`src/rtl/port_ab_pkg.sv`:
```
// Shared constants and types for the port A/B pin logic
package port_ab_pkg;

  localparam int unsigned PORT_W = 8;
  localparam int unsigned ADR_W  = 8;
  localparam int unsigned DAT_W  = 32;

  // Register byte offsets
  localparam logic [7:0] ADR_A_DATA   = 8'h00;
  localparam logic [7:0] ADR_A_DIR    = 8'h04;
  localparam logic [7:0] ADR_B_DATA   = 8'h08;
  localparam logic [7:0] ADR_B_DIR    = 8'h0C;
  localparam logic [7:0] ADR_PULLUP   = 8'h10;
  localparam logic [7:0] ADR_TIMER    = 8'h14;
  localparam logic [7:0] ADR_IN_ONLY  = 8'h18;
  localparam logic [7:0] ADR_STATUS   = 8'h1C;

  // Reset values
  localparam logic [7:0] DATA_RST     = 8'h00;
  localparam logic [7:0] DIR_RST      = 8'h00;
  localparam logic [7:0] PULLUP_RST   = 8'h00;
  localparam logic [7:0] TIMER_RST    = 8'h00;
  localparam logic [7:0] OE_RST       = 8'hFF;

  // Port A pins that a compare output may take over
  localparam logic [7:0] TIMER_OUT_OK = 8'hF8;

  // Field positions
  localparam int unsigned PULL_B_BIT  = 0;
  localparam int unsigned PAI_BIT     = 7;
  localparam int unsigned CAP4_BIT    = 3;
  localparam int unsigned STAT_RUN    = 2;
  localparam int unsigned IN_G_LSB    = 8;

  // Synchroniser lanes
  localparam int unsigned SYNC_A      = 0;
  localparam int unsigned SYNC_B      = 8;
  localparam int unsigned SYNC_E      = 16;
  localparam int unsigned SYNC_G      = 24;
  localparam int unsigned SYNC_MODE   = 26;
  localparam int unsigned SYNC_W      = 28;

  typedef enum logic [1:0] {
    MODE_BOOT     = 2'h0,
    MODE_TEST     = 2'h1,
    MODE_SINGLE   = 2'h2,
    MODE_EXPANDED = 2'h3
  } mode_t;

  typedef enum logic [1:0] {
    PH_SETTLE  = 2'h0,
    PH_WAIT    = 2'h1,
    PH_CAPTURE = 2'h3,
    PH_RUN     = 2'h2
  } phase_t;

endpackage

```
`src/rtl/port_ctrl_if.sv`:
```
// Control and pin signals between port logic and one pin driver
`timescale 1ns/1ps
interface port_ctrl_if #(parameter int unsigned W = 8);
  logic [W-1:0] latch;
  logic [W-1:0] dir;
  logic [W-1:0] altEn;
  logic [W-1:0] altVal;
  logic [W-1:0] busVal;
  logic         genEn;
  logic         busEn;
  logic [W-1:0] pinOut;
  logic [W-1:0] pinOe;
  modport ctrl  (output latch, dir, altEn, altVal, busVal, genEn, busEn, input pinOut, pinOe);
  modport drive (input latch, dir, altEn, altVal, busVal, genEn, busEn, output pinOut, pinOe);
endinterface

```
`src/rtl/port_a_b_io.sv`:
```
// Port A/B pin logic, R/W pin and input-only pins with a Wishbone slave
//
// Behaviour
// - Expanded/test: R/W pin high during reads
// - Single chip: R/W pin held low
// - G7, G6, port E only inputs
// - Port B general I/O only single/bootstrap
// - Reset-input pins stay high impedance
// - Data registers reflect mode-latched functional state
// - Port A pins shared with timer
// - Port A read returns pin levels
// - Port A write loads latch; drive if output
// - Compare-owned pin ignores data writes
// - Port A comes up as inputs
// - Direction bit rules pin without alternate function
// - Port B: I/O or address [15:8]
// - Port B read returns pin levels
// - Port B driven if output, single/bootstrap
// - Port B pull-ups switched by software
//
// The Wishbone slave port and the register offsets are this design's own decisions.
`timescale 1ns/1ps
module port_a_b_io (
  input  wire logic                           ref_clk,
  input  wire logic                           rst,
  input  wire logic [port_ab_pkg::ADR_W-1:0]  wb_adr_i,
  input  wire logic [port_ab_pkg::DAT_W-1:0]  wb_dat_i,
  input  wire logic [3:0]                     wb_sel_i,
  input  wire logic                           wb_we_i,
  input  wire logic                           wb_cyc_i,
  input  wire logic                           wb_stb_i,
  output logic      [port_ab_pkg::DAT_W-1:0]  wb_dat_o,
  output logic                                wb_ack_o,
  input  wire logic [1:0]                     modePins,
  input  wire logic                           busCycle,
  input  wire logic                           busWrite,
  input  wire logic [port_ab_pkg::PORT_W-1:0] extAddrHigh,
  input  wire logic [port_ab_pkg::PORT_W-1:0] timerPinLevel,
  input  wire logic [port_ab_pkg::PORT_W-1:0] portAIn,
  output logic      [port_ab_pkg::PORT_W-1:0] portAOut,
  output logic      [port_ab_pkg::PORT_W-1:0] portAOe,
  input  wire logic [port_ab_pkg::PORT_W-1:0] portBIn,
  output logic      [port_ab_pkg::PORT_W-1:0] portBOut,
  output logic      [port_ab_pkg::PORT_W-1:0] portBOe,
  output logic      [port_ab_pkg::PORT_W-1:0] portBPullEn,
  input  wire logic [port_ab_pkg::PORT_W-1:0] portEIn,
  input  wire logic [1:0]                     portGHighIn,
  output logic      [9:0]                     inputOnlyLevel,
  output logic                                pulseAccumInput,
  output logic                                captureFourIn,
  output logic      [2:0]                     captureLowIn,
  output logic                                rwPin
);
  import port_ab_pkg::*;

  typedef struct packed {
    logic              ack;
    logic [DAT_W-1:0]  rdata;
    logic [PORT_W-1:0] aLatch;
    logic [PORT_W-1:0] aDir;
    logic [PORT_W-1:0] bLatch;
    logic [PORT_W-1:0] bDir;
    logic [PORT_W-1:0] pullAssign;
    logic [PORT_W-1:0] timerAssign;
    logic [PORT_W-1:0] pullEn;
    mode_t             mode;
    phase_t            phase;
    logic              rw;
  } state_t;

  typedef enum logic [3:0] {
    REG_A_DATA  = 4'h0,
    REG_A_DIR   = 4'h1,
    REG_B_DATA  = 4'h2,
    REG_B_DIR   = 4'h3,
    REG_PULLUP  = 4'h4,
    REG_TIMER   = 4'h5,
    REG_IN_ONLY = 4'h6,
    REG_STATUS  = 4'h7,
    REG_NONE    = 4'hF
  } reg_t;

  state_t            s;
  state_t            next_s;
  logic [SYNC_W-1:0] pinsRaw;
  logic [SYNC_W-1:0] pinsSync;
  logic [PORT_W-1:0] aPins;
  logic [PORT_W-1:0] bPins;
  logic [PORT_W-1:0] ePins;
  logic [1:0]        gPins;
  logic [1:0]        modeSync;
  logic              wbReq;
  logic              running;
  logic              generalMode;
  logic              busMode;
  reg_t              hit;
  logic [PORT_W-1:0] timerOwned;

  port_ctrl_if #(.W(PORT_W)) aIf ();
  port_ctrl_if #(.W(PORT_W)) bIf ();

  // Address decode shared by reads and writes
  function automatic reg_t decode(input logic [ADR_W-1:0] adr);
    reg_t r;
    r = REG_NONE;
    unique case (adr)
      ADR_A_DATA:  r = REG_A_DATA;
      ADR_A_DIR:   r = REG_A_DIR;
      ADR_B_DATA:  r = REG_B_DATA;
      ADR_B_DIR:   r = REG_B_DIR;
      ADR_PULLUP:  r = REG_PULLUP;
      ADR_TIMER:   r = REG_TIMER;
      ADR_IN_ONLY: r = REG_IN_ONLY;
      ADR_STATUS:  r = REG_STATUS;
      default:     r = REG_NONE;
    endcase
    return r;
  endfunction

  // Byte lane zero write of an 8-bit register
  function automatic logic [PORT_W-1:0] laneWrite(
    input logic [PORT_W-1:0] old,
    input logic [DAT_W-1:0]  dat,
    input logic              lane
  );
    logic [PORT_W-1:0] v;
    v = lane ? dat[PORT_W-1:0] : old;
    return v;
  endfunction

  // Zero-extend an 8-bit value onto the data bus
  function automatic logic [DAT_W-1:0] widen(input logic [PORT_W-1:0] v);
    logic [DAT_W-1:0] w;
    w = '0;
    w[PORT_W-1:0] = v;
    return w;
  endfunction

  // Package constants must fit the bus, the lanes and the fields
  initial begin
    if (PORT_W > DAT_W) begin
      $error("port width exceeds the data bus");
    end
    if (SYNC_W != SYNC_MODE + 2) begin
      $error("synchroniser lanes do not fill the synchroniser");
    end
    if (SYNC_A + PORT_W > SYNC_B || SYNC_B + PORT_W > SYNC_E) begin
      $error("port synchroniser lanes overlap");
    end
    if (SYNC_E + PORT_W > SYNC_G || SYNC_G + 2 > SYNC_MODE) begin
      $error("input-only synchroniser lanes overlap");
    end
    if (IN_G_LSB < PORT_W || IN_G_LSB + 2 > DAT_W) begin
      $error("input-only field misplaced");
    end
    if (STAT_RUN < 2 || STAT_RUN >= DAT_W) begin
      $error("status run bit misplaced");
    end
    if (PAI_BIT >= PORT_W || CAP4_BIT >= PORT_W || PULL_B_BIT >= PORT_W) begin
      $error("pin index outside the port");
    end
  end

  // Every pin and mode input crosses two flip-flops
  assign pinsRaw = {modePins, portGHighIn, portEIn, portBIn, portAIn};

  pin_sync #(.W(SYNC_W)) u_sync (
    .ref_clk (ref_clk),
    .rst     (rst),
    .async   (pinsRaw),
    .sync    (pinsSync)
  );

  assign aPins    = pinsSync[SYNC_A +: PORT_W];
  assign bPins    = pinsSync[SYNC_B +: PORT_W];
  assign ePins    = pinsSync[SYNC_E +: PORT_W];
  assign gPins    = pinsSync[SYNC_G +: 2];
  assign modeSync = pinsSync[SYNC_MODE +: 2];

  assign running     = (s.phase == PH_RUN);
  assign generalMode = running && (s.mode == MODE_SINGLE || s.mode == MODE_BOOT);
  assign busMode     = running && (s.mode == MODE_EXPANDED || s.mode == MODE_TEST);
  assign wbReq       = wb_cyc_i & wb_stb_i & ~s.ack;
  assign hit         = decode(wb_adr_i);

  // Port A: timer sharing and direction control
  assign aIf.latch  = s.aLatch;
  assign aIf.dir    = s.aDir;
  // Compare outputs take pins only once running
  assign timerOwned = running ? (s.timerAssign & TIMER_OUT_OK) : '0;
  assign aIf.altEn  = timerOwned;
  assign aIf.altVal = timerPinLevel;
  assign aIf.busVal = '0;
  assign aIf.genEn  = running;
  assign aIf.busEn  = 1'b0;

  // Port B: general I/O or high address byte
  assign bIf.latch  = s.bLatch;
  assign bIf.dir    = s.bDir;
  assign bIf.altEn  = '0;
  assign bIf.altVal = '0;
  assign bIf.busVal = extAddrHigh;
  assign bIf.genEn  = generalMode;
  assign bIf.busEn  = busMode;

  port_pin_drive #(.W(PORT_W)) u_drive_a (
    .ref_clk (ref_clk),
    .rst     (rst),
    .pc      (aIf.drive)
  );

  port_pin_drive #(.W(PORT_W)) u_drive_b (
    .ref_clk (ref_clk),
    .rst     (rst),
    .pc      (bIf.drive)
  );

  always_comb begin
    next_s = s;

    // Mode capture once the synchronised pins have settled
    unique case (s.phase)
      PH_SETTLE: begin
        next_s.phase = PH_WAIT;
      end
      PH_WAIT: begin
        next_s.phase = PH_CAPTURE;
      end
      PH_CAPTURE: begin
        next_s.mode  = mode_t'(modeSync);
        next_s.phase = PH_RUN;
      end
      PH_RUN: begin
        next_s.phase = PH_RUN;
      end
    endcase

    // Bus write
    next_s.ack = wbReq;
    if (wbReq && wb_we_i) begin
      unique case (hit)
        REG_A_DATA: begin
          next_s.aLatch = laneWrite(s.aLatch, wb_dat_i, wb_sel_i[0]);
        end
        REG_A_DIR: begin
          next_s.aDir = laneWrite(s.aDir, wb_dat_i, wb_sel_i[0]);
        end
        REG_B_DATA: begin
          next_s.bLatch = laneWrite(s.bLatch, wb_dat_i, wb_sel_i[0]);
        end
        REG_B_DIR: begin
          next_s.bDir = laneWrite(s.bDir, wb_dat_i, wb_sel_i[0]);
        end
        REG_PULLUP: begin
          next_s.pullAssign = laneWrite(s.pullAssign, wb_dat_i, wb_sel_i[0]);
        end
        REG_TIMER: begin
          next_s.timerAssign = laneWrite(s.timerAssign, wb_dat_i, wb_sel_i[0]);
        end
        REG_IN_ONLY, REG_STATUS, REG_NONE: begin
          next_s.ack = wbReq;
        end
      endcase
    end

    // Bus read, zero outside a cycle and at unmapped addresses
    next_s.rdata = '0;
    if (wbReq && !wb_we_i) begin
      unique case (hit)
        REG_A_DATA: begin
          next_s.rdata = widen(aPins);
        end
        REG_A_DIR: begin
          next_s.rdata = widen(s.aDir);
        end
        REG_B_DATA: begin
          next_s.rdata = widen(bPins);
        end
        REG_B_DIR: begin
          next_s.rdata = widen(s.bDir);
        end
        REG_PULLUP: begin
          next_s.rdata = widen(s.pullAssign);
        end
        REG_TIMER: begin
          next_s.rdata = widen(s.timerAssign);
        end
        REG_IN_ONLY: begin
          next_s.rdata = widen(ePins);
          next_s.rdata[IN_G_LSB +: 2] = gPins;
        end
        REG_STATUS: begin
          next_s.rdata[1:0]      = s.mode;
          next_s.rdata[STAT_RUN] = running;
        end
        REG_NONE: begin
          next_s.rdata = '0;
        end
      endcase
    end

    // Pull-ups only where port B is general I/O and not driven
    for (int i = 0; i < PORT_W; i++) begin
      next_s.pullEn[i] = generalMode & s.pullAssign[PULL_B_BIT] & ~s.bDir[i];
    end

    // Read/write direction pin
    if (busMode) begin
      next_s.rw = busCycle ? ~busWrite : 1'b1;
    end else begin
      next_s.rw = 1'b0;
    end
  end

  always_ff @(posedge ref_clk or posedge rst) begin
    if (rst) begin
      s.ack         <= 1'b0;
      s.rdata       <= '0;
      s.aLatch      <= DATA_RST;
      s.aDir        <= DIR_RST;
      s.bLatch      <= DATA_RST;
      s.bDir        <= DIR_RST;
      s.pullAssign  <= PULLUP_RST;
      s.timerAssign <= TIMER_RST;
      s.pullEn      <= '0;
      s.mode        <= MODE_SINGLE;
      s.phase       <= PH_SETTLE;
      s.rw          <= 1'b0;
    end else begin
      s <= next_s;
    end
  end

  assign wb_ack_o        = s.ack;
  assign wb_dat_o        = s.rdata;
  assign portAOut        = aIf.pinOut;
  assign portAOe         = aIf.pinOe;
  assign portBOut        = bIf.pinOut;
  assign portBOe         = bIf.pinOe;
  assign portBPullEn     = s.pullEn;
  assign rwPin           = s.rw;
  assign inputOnlyLevel  = {gPins, ePins};
  assign pulseAccumInput = aPins[PAI_BIT];
  assign captureFourIn   = aPins[CAP4_BIT];
  assign captureLowIn    = aPins[2:0];
endmodule

```
`src/rtl/pin_sync.sv`:
```
// Two flip-flop synchroniser for pin levels
`timescale 1ns/1ps
module pin_sync #(
  parameter int unsigned W = 8
) (
  input  wire logic         ref_clk,
  input  wire logic         rst,
  input  wire logic [W-1:0] async,
  output logic      [W-1:0] sync
);
  logic [W-1:0] stage;

  initial begin
    if (W < 1) $error("pin_sync width must be at least one");
  end

  always_ff @(posedge ref_clk or posedge rst) begin
    if (rst) begin
      stage <= '0;
      sync  <= '0;
    end else begin
      stage <= async;
      sync  <= stage;
    end
  end
endmodule

```
`src/rtl/port_pin_drive.sv`:
```
// Registered output and enable for one port
`timescale 1ns/1ps
module port_pin_drive #(
  parameter int unsigned W = 8
) (
  input  wire logic  ref_clk,
  input  wire logic  rst,
  port_ctrl_if.drive pc
);
  logic [W-1:0] next_out;
  logic [W-1:0] next_oe;

  initial begin
    if (W < 1 || W > 32) $error("port_pin_drive width out of range");
  end

  always_comb begin
    for (int i = 0; i < W; i++) begin
      if (pc.busEn) begin
        next_out[i] = pc.busVal[i];
        next_oe[i]  = 1'b0;
      end else if (pc.altEn[i]) begin
        next_out[i] = pc.altVal[i];
        next_oe[i]  = 1'b0;
      end else begin
        next_out[i] = pc.latch[i];
        next_oe[i]  = ~(pc.dir[i] & pc.genEn);
      end
    end
  end

  always_ff @(posedge ref_clk or posedge rst) begin
    if (rst) begin
      pc.pinOut <= '0;
      pc.pinOe  <= '1;
    end else begin
      pc.pinOut <= next_out;
      pc.pinOe  <= next_oe;
    end
  end
endmodule

```
`config.mk`:
```
export PLATFORM = sky130hd
export DESIGN_NAME = port_a_b_io
export DESIGN_NICKNAME = d
export VERILOG_FILES = /design/src/rtl/port_ab_pkg.sv /design/src/rtl/port_ctrl_if.sv /design/src/rtl/port_a_b_io.sv /design/src/rtl/pin_sync.sv /design/src/rtl/port_pin_drive.sv
export SDC_FILE = /design/constraint.sdc
export NUM_CORES = 1
export LEC_CHECK = 0
export ABC_AREA = 1
export ABC_CLOCK_PERIOD_IN_PS = 9500
export BUFFER_PORTS_ARGS = -buffer_cell sky130_fd_sc_hd__buf_2
export CORE_MARGIN = 2
export CORE_UTILIZATION = 55
export DETAILED_ROUTE_END_ITERATION = 8
export PLACE_DENSITY = 0.95
export SLEW_MARGIN = 30
export SYNTH_ARGS = -nofsm -noshare
export SYNTH_HDL_FRONTEND = slang
export SYNTH_SLANG_ARGS = --single-unit
```
`constraint.sdc`:
```
create_clock -name ref_clk -period 9.5 [get_ports ref_clk]
set_input_delay 1.9 -clock ref_clk [delete_from_list [all_inputs] [get_ports ref_clk]]
set_output_delay 1.9 -clock ref_clk [all_outputs]
set_load 0.02 [all_outputs]
```
## Word-level counts from Yosys, hierarchy flattened

Memories as Yosys holds them, arrays and structs flattened.
Cells that the tools add are included.

- Add/sub/neg operators: 0
- Multiply operators: 0
- Div/mod/pow operators: 0
- $lt $le $gt $ge: 0
- Eq/ne operators: 14
- Shifts and indexed selects: 0
- Multiplexer cells: 40
- Bitwise operators: 53
- Reduce and logical (&&, ||, !) cells: 18

Operator list:

| kind | count |
|---|---|
| one-hot mux 7 bit (7 select lines) | 1 |
| 2-to-1 mux 1 bit | 34 |
| AND 1 bit | 27 |
| one-hot mux 3 bit (9 select lines) | 1 |
| NOT 1 bit | 26 |
| AND reduction 3 bit | 6 |
| == test 4 x 3 -> 1 bit (second input constant) | 4 |
| 2-to-1 mux 10 bit | 1 |
| == test 2 bit (second input constant) | 4 |
| == test 4 x 2 -> 1 bit (second input constant) | 2 |
| 2-to-1 mux 8 bit | 1 |
| one-hot mux 2 bit (3 select lines) | 1 |
| == test 2 x 1 -> 1 bit (second input constant) | 2 |
| == test 4 x 1 -> 1 bit (second input constant) | 1 |
| == test 4 bit (second input constant) | 1 |
| logical AND 1 bit | 4 |
| zero test 2 bit | 2 |
| zero test 4 bit | 1 |
| 2-to-1 mux 4 bit | 1 |
| zero test 3 bit | 1 |
| logical OR 1 bit | 2 |
| OR reduction 2 bit | 1 |
| zero test 1 bit | 1 |

- Register bits: 182
- Latch bits: 0
- Bits in writable memories: 0
- ROM bits: 128
- Input port bits: 95
- Output and inout port bits: 89
- Logic and storage cells: 144
- Memories kept: 1

Memories:

| name | depth | width | read ports | clocked after Yosys merged registers in | write ports | RTL line | RTL |
|---|---|---|---|---|---|---|---|
| (no name shown) | 32 | 4 | 1 | 0 | 0 | port_a_b_io.sv:106 | `unique case (adr)` |

## Longest topological paths before layout

- Depth in word-level cells: 6
- Depth in mapped cells: 11
- Gate-level depth less buffers: 9

## Hierarchy

A second synthesis with hierarchy kept.

- Cells, all modules: 703
- Area total of the unflattened synthesis: 6,776.5 µm²

Modules (own cells, without submodules):

| module | instances | cells an instance | area each (µm²) | seq. area each (µm²) |
|---|---|---|---|---|
| port_a_b_io | 1 | 428 | 3,719.8 | 1,803.0 |
| port_pin_drive | 2 | 109 | 825.8 | 410.4 |
| pin_sync | 1 | 57 | 1,405.1 | 1,401.3 |

## Worst setup path after synthesis

No wires, ideal clock.

- Path kind: in2reg
- From: input port wb_adr_i[6] (netlist name)
- To: register s[13] (netlist name)
- Setup time: 122 ps
- Arrival time: 2,925 ps
- Data required time: 9,378 ps
- Setup slack: 6,453 ps
- Stages: 10
- Buffers on the path: 2
- Cells stage by stage: nor2_1 > nand2_2 > nor2_4 > buf_6 > nand2_4 > nor2_4 > nand2_4 > buf_6 > nand2_1 > o21ai_2

- Longest elaborated chain between the ends: 4

RTL lines:

| what | RTL line | RTL |
|---|---|---|
| start, declared | port_a_b_io.sv:26 | `input wire logic [port_ab_pkg::ADR_W-1:0] wb_adr_i,` |
| zero test 3 bit | port_a_b_io.sv:106 |  |
| 2-to-1 mux 4 bit | port_a_b_io.sv:106 |  |
| == test 4 x 3 -> 1 bit | port_a_b_io.sv:241 | `unique case (hit)` |
| AND reduction 3 bit (no line) | n/a |  |
| end signal, assigned | port_a_b_io.sv:330 | `s <= next_s;` |
| end, declared | port_a_b_io.sv:83 | `state_t s;` |

No other way between the ends.
A chain may end at the register's enable or synchronous reset.

==> results.md <==
* Outcome: completed
* Max-cap violations at 0
* CP arrival at 3850 ps
* Distinct cells, synth at 29
* I/O Pins at ~180
* WS Path Type: in -> reg
* Sequential fraction of the synthesis area at 63.80%
* DP Wirelength at 9.212 mm
* GP Congestion at 0.9573
* Post-synthesis cell area at 0.006309 mm^2
* Final TNS setup at 0 ps
* Reg2reg start: wb_ack_o
* Post-synth top area share at 56.72%
* GRT Total Usage at 23.32%
* Die ar. at 0.01234 mm^2
* Critical-path top delay cell: nor2_1
* Fillers at 830
* Htree depth at 4
* HP Class: reg -> reg
* CTS Buffer Depth at 2
* Synth top area cells: dfrtp_1 57%, dfstp_2 7.1%, buf_4 6.8%, nand2_1 5.1%, o21ai_1 3.0%
* Post-route clock period utilization at 37.43%
* Core footprint at 0.01132 mm^2
* Share of layout cells above drive strength 1 at 35.50%
* Post_cts resized at 0
* Hold path start: u_sync.stage[23]
* Cell chosen for the clock root: clkbuf_16
* #FFs+latches synth at 160
* Syn Inst Count at 559
* R2r setup slk at ~8000 ps
* CTS tree: built
* Drt first-iter violations at 569
* Post-DR wirelength/cell at 16.69 um
* P&R area growth vs syn at 15.83%
* Initial Utilization at 55.73%
* Nets at 758
* Least-Margin Pin Slew at 868.7 ps
* # port buffers at 131
* Fin util at roughly 65%
* Fin crit period at 3556 ps
* Most frequent cells in the layout: 143 x dfrtp_1, 131 x buf_2, 86 x nand2_1
* Aggregate global routing overflow at 0
* WL final at 13.67 mm
* Vias in the first global route at 4344
* Worst R2R End: aIf.dir[4]
* Cell Pwr Density at approximately 200 mW/mm^2
* Number of CTS-inserted buffers at 17
* Cell repeated most along the worst path: nor2_1
* Antenna violations before repair at 0
* Critical-path maximum fanout at 11
* Worst min-delay path endpoint: u_sync.sync[23]
* Worst path max stage delay at ~690 ps
* Worst setup startpoint: wb_adr_i[4]
* Std cell rows at 39
* First-pass GRT wire length at about 22 mm
* F_max at 281.2 MHz
* Hold buffers post-CTS at 0
* Clock transition at the registers of the reported paths at 70 ps
* Hold depth at 0
* Critical Path End Type: flip-flop
* Lkg Pwr at roughly 0.0037 uW
* Max-slew violations at 0
* Most common cell after layout, fill and taps aside: dfrtp_1
* RSZ-0062 raised after global routing: false
* Yosys warning total at 0
* Syn Area/Cell at 11.29 um^2
* Die extent in y at 111.1 um
* Crit path launch type: input pin
* Max-Slew Margin vs Limit at 41.87%
* Antenna diodes at 0
* Worst IR Drop VDD at 0.1265 mV
* Skew-Pair Late Insertion Delay at around 420 ps
* Via density at 5.421
* Worst Path Required at between 9000 and 10000 ps
* Largest net degree at the start of global routing at 89
* Reg2reg path depth at 6
* Cell taking the most area after synthesis: dfrtp_1
* DIE WIDTH at 111.1 um
* Drc violations at 0
* Post-CTS Setup Repair Bufs at 0
* Clk_skew at just under 10 ps
* Final setup fails at 0
* Final Hold Fails at 0
* Antenna viol nets, final at 0
* CP cell instances: buf_2 -> inv_2 -> nor2_1 -> inv_1 -> nor2_1 -> nand2_1 -> nand4_2 -> nor3b_1
* Total number of vias at 4440
* CTS Sinks at between 150 and 200
* First drt pass iteration count at 6
-- synthesized netlist by cell type --
library cell and n:
nor2_4 8, dfstp_2 17, dfrtp_1 143, nand2_4 3, nand4_1 23, nand3_1 17
inv_2 4, inv_1 32, or2_2 1, o21ai_2 10, nand2_1 86, mux2_2 14
nor2_2 1, o2111ai_1 2, nor3b_1 2, buf_4 57, o21ai_0 20, o21ai_1 38
conb_1 1, nor2_8 2, buf_2 4, a21oi_1 8, nand3_4 1, nor2_1 44
nand4_2 1, clkbuf_1 2, buf_6 6, nand2_2 8, nand3_2 4
-- per-layer routing --
layer / share of wire, % / up-vias / global-route usage [%]
met4: 4.3 / 0 / 12.51
li1: - / 1964 / -
met5: 0 / - / 0
met3: 8.8 / 60 / 6.998
met2: 50 / 280 / 38.08
met1: 37 / 2136 / 28.04
-- power by group --
part	switching [uW]	internal (uW)
clock	288	378
combinational	57.8	21.0
sequential	7.51	701
total	353	1100
-- how the worst max path moves through the flow --
stage / endpoint / slack [ps] / cells past startpoint
after floorplan: aIf.dir[0] / 3310 / 1
after global placement: wb_dat_o[6] / 5630 / 8
after detailed placement: wb_dat_o[8] / 5610 / 8
after CTS: wb_dat_o[8] / 6040 / 8
after global routing: wb_dat_o[8] / 5870 / 8
final: wb_dat_o[8] / 5940 / 8
-- flip-flops by register name, indices dropped and copies added (netlist names) --
signal / flops
portBPullEn: 8
rwPin: 1
u_sync.sync: 28
bIf.latch: 8
wb_dat_o: 10
u_drive_a.pc.pinOe: 8
u_drive_b.pc.pinOut: 8
wb_ack_o: 1
u_sync.stage: 28
aIf.dir: 8
u_drive_b.pc.pinOe: 8
aIf.latch: 8
u_drive_a.pc.pinOut: 8
s: 20
bIf.dir: 8
-- cell families after synthesis --
family          synth area share, %
mux                           2.499
flops                         63.80
other cells                 0.05944
compound gates                6.902
simple gates                  16.30
buf+inv                       10.43
-- cell type report --
| cell class | instances | area, um^2 | share of cell area (%) |
|---|---|---|---|
| inverter | 36 | 140.1 | 1.918 |
| multi-input combinational | 315 | 1704 | 23.32 |
| tap | 143 | 178.9 | 2.449 |
| clock buffer | 18 | 439.2 | 6.010 |
| sequential | 160 | 4025 | 55.09 |
| clock inverter | 14 | 145.1 | 1.986 |
| timing repair buffer | 133 | 674.4 | 9.229 |
-- critical path, delay by kind of cell --
family,cells,cell delay [ps]
buf+inv,3,570
simple gates,5,1370
-- through the flow --
stage	instances	power (uW)	setup WS, ps	hold slack [ps]	instance area, um^2
2_1_floorplan	580	778.3	3308	331.2	6387
3_3_place_gp	787	797.1	5631	331.2	6719
3_5_place_dp	787	799.7	5612	334.7	6723
4_1_cts	819	1460	6044	347.8	7307
5_1_grt	819	1504	5873	359.7	7307
6_report	819	1452	5944	343.4	7307
Note: power is estimated with default switching activity, not from simulation.
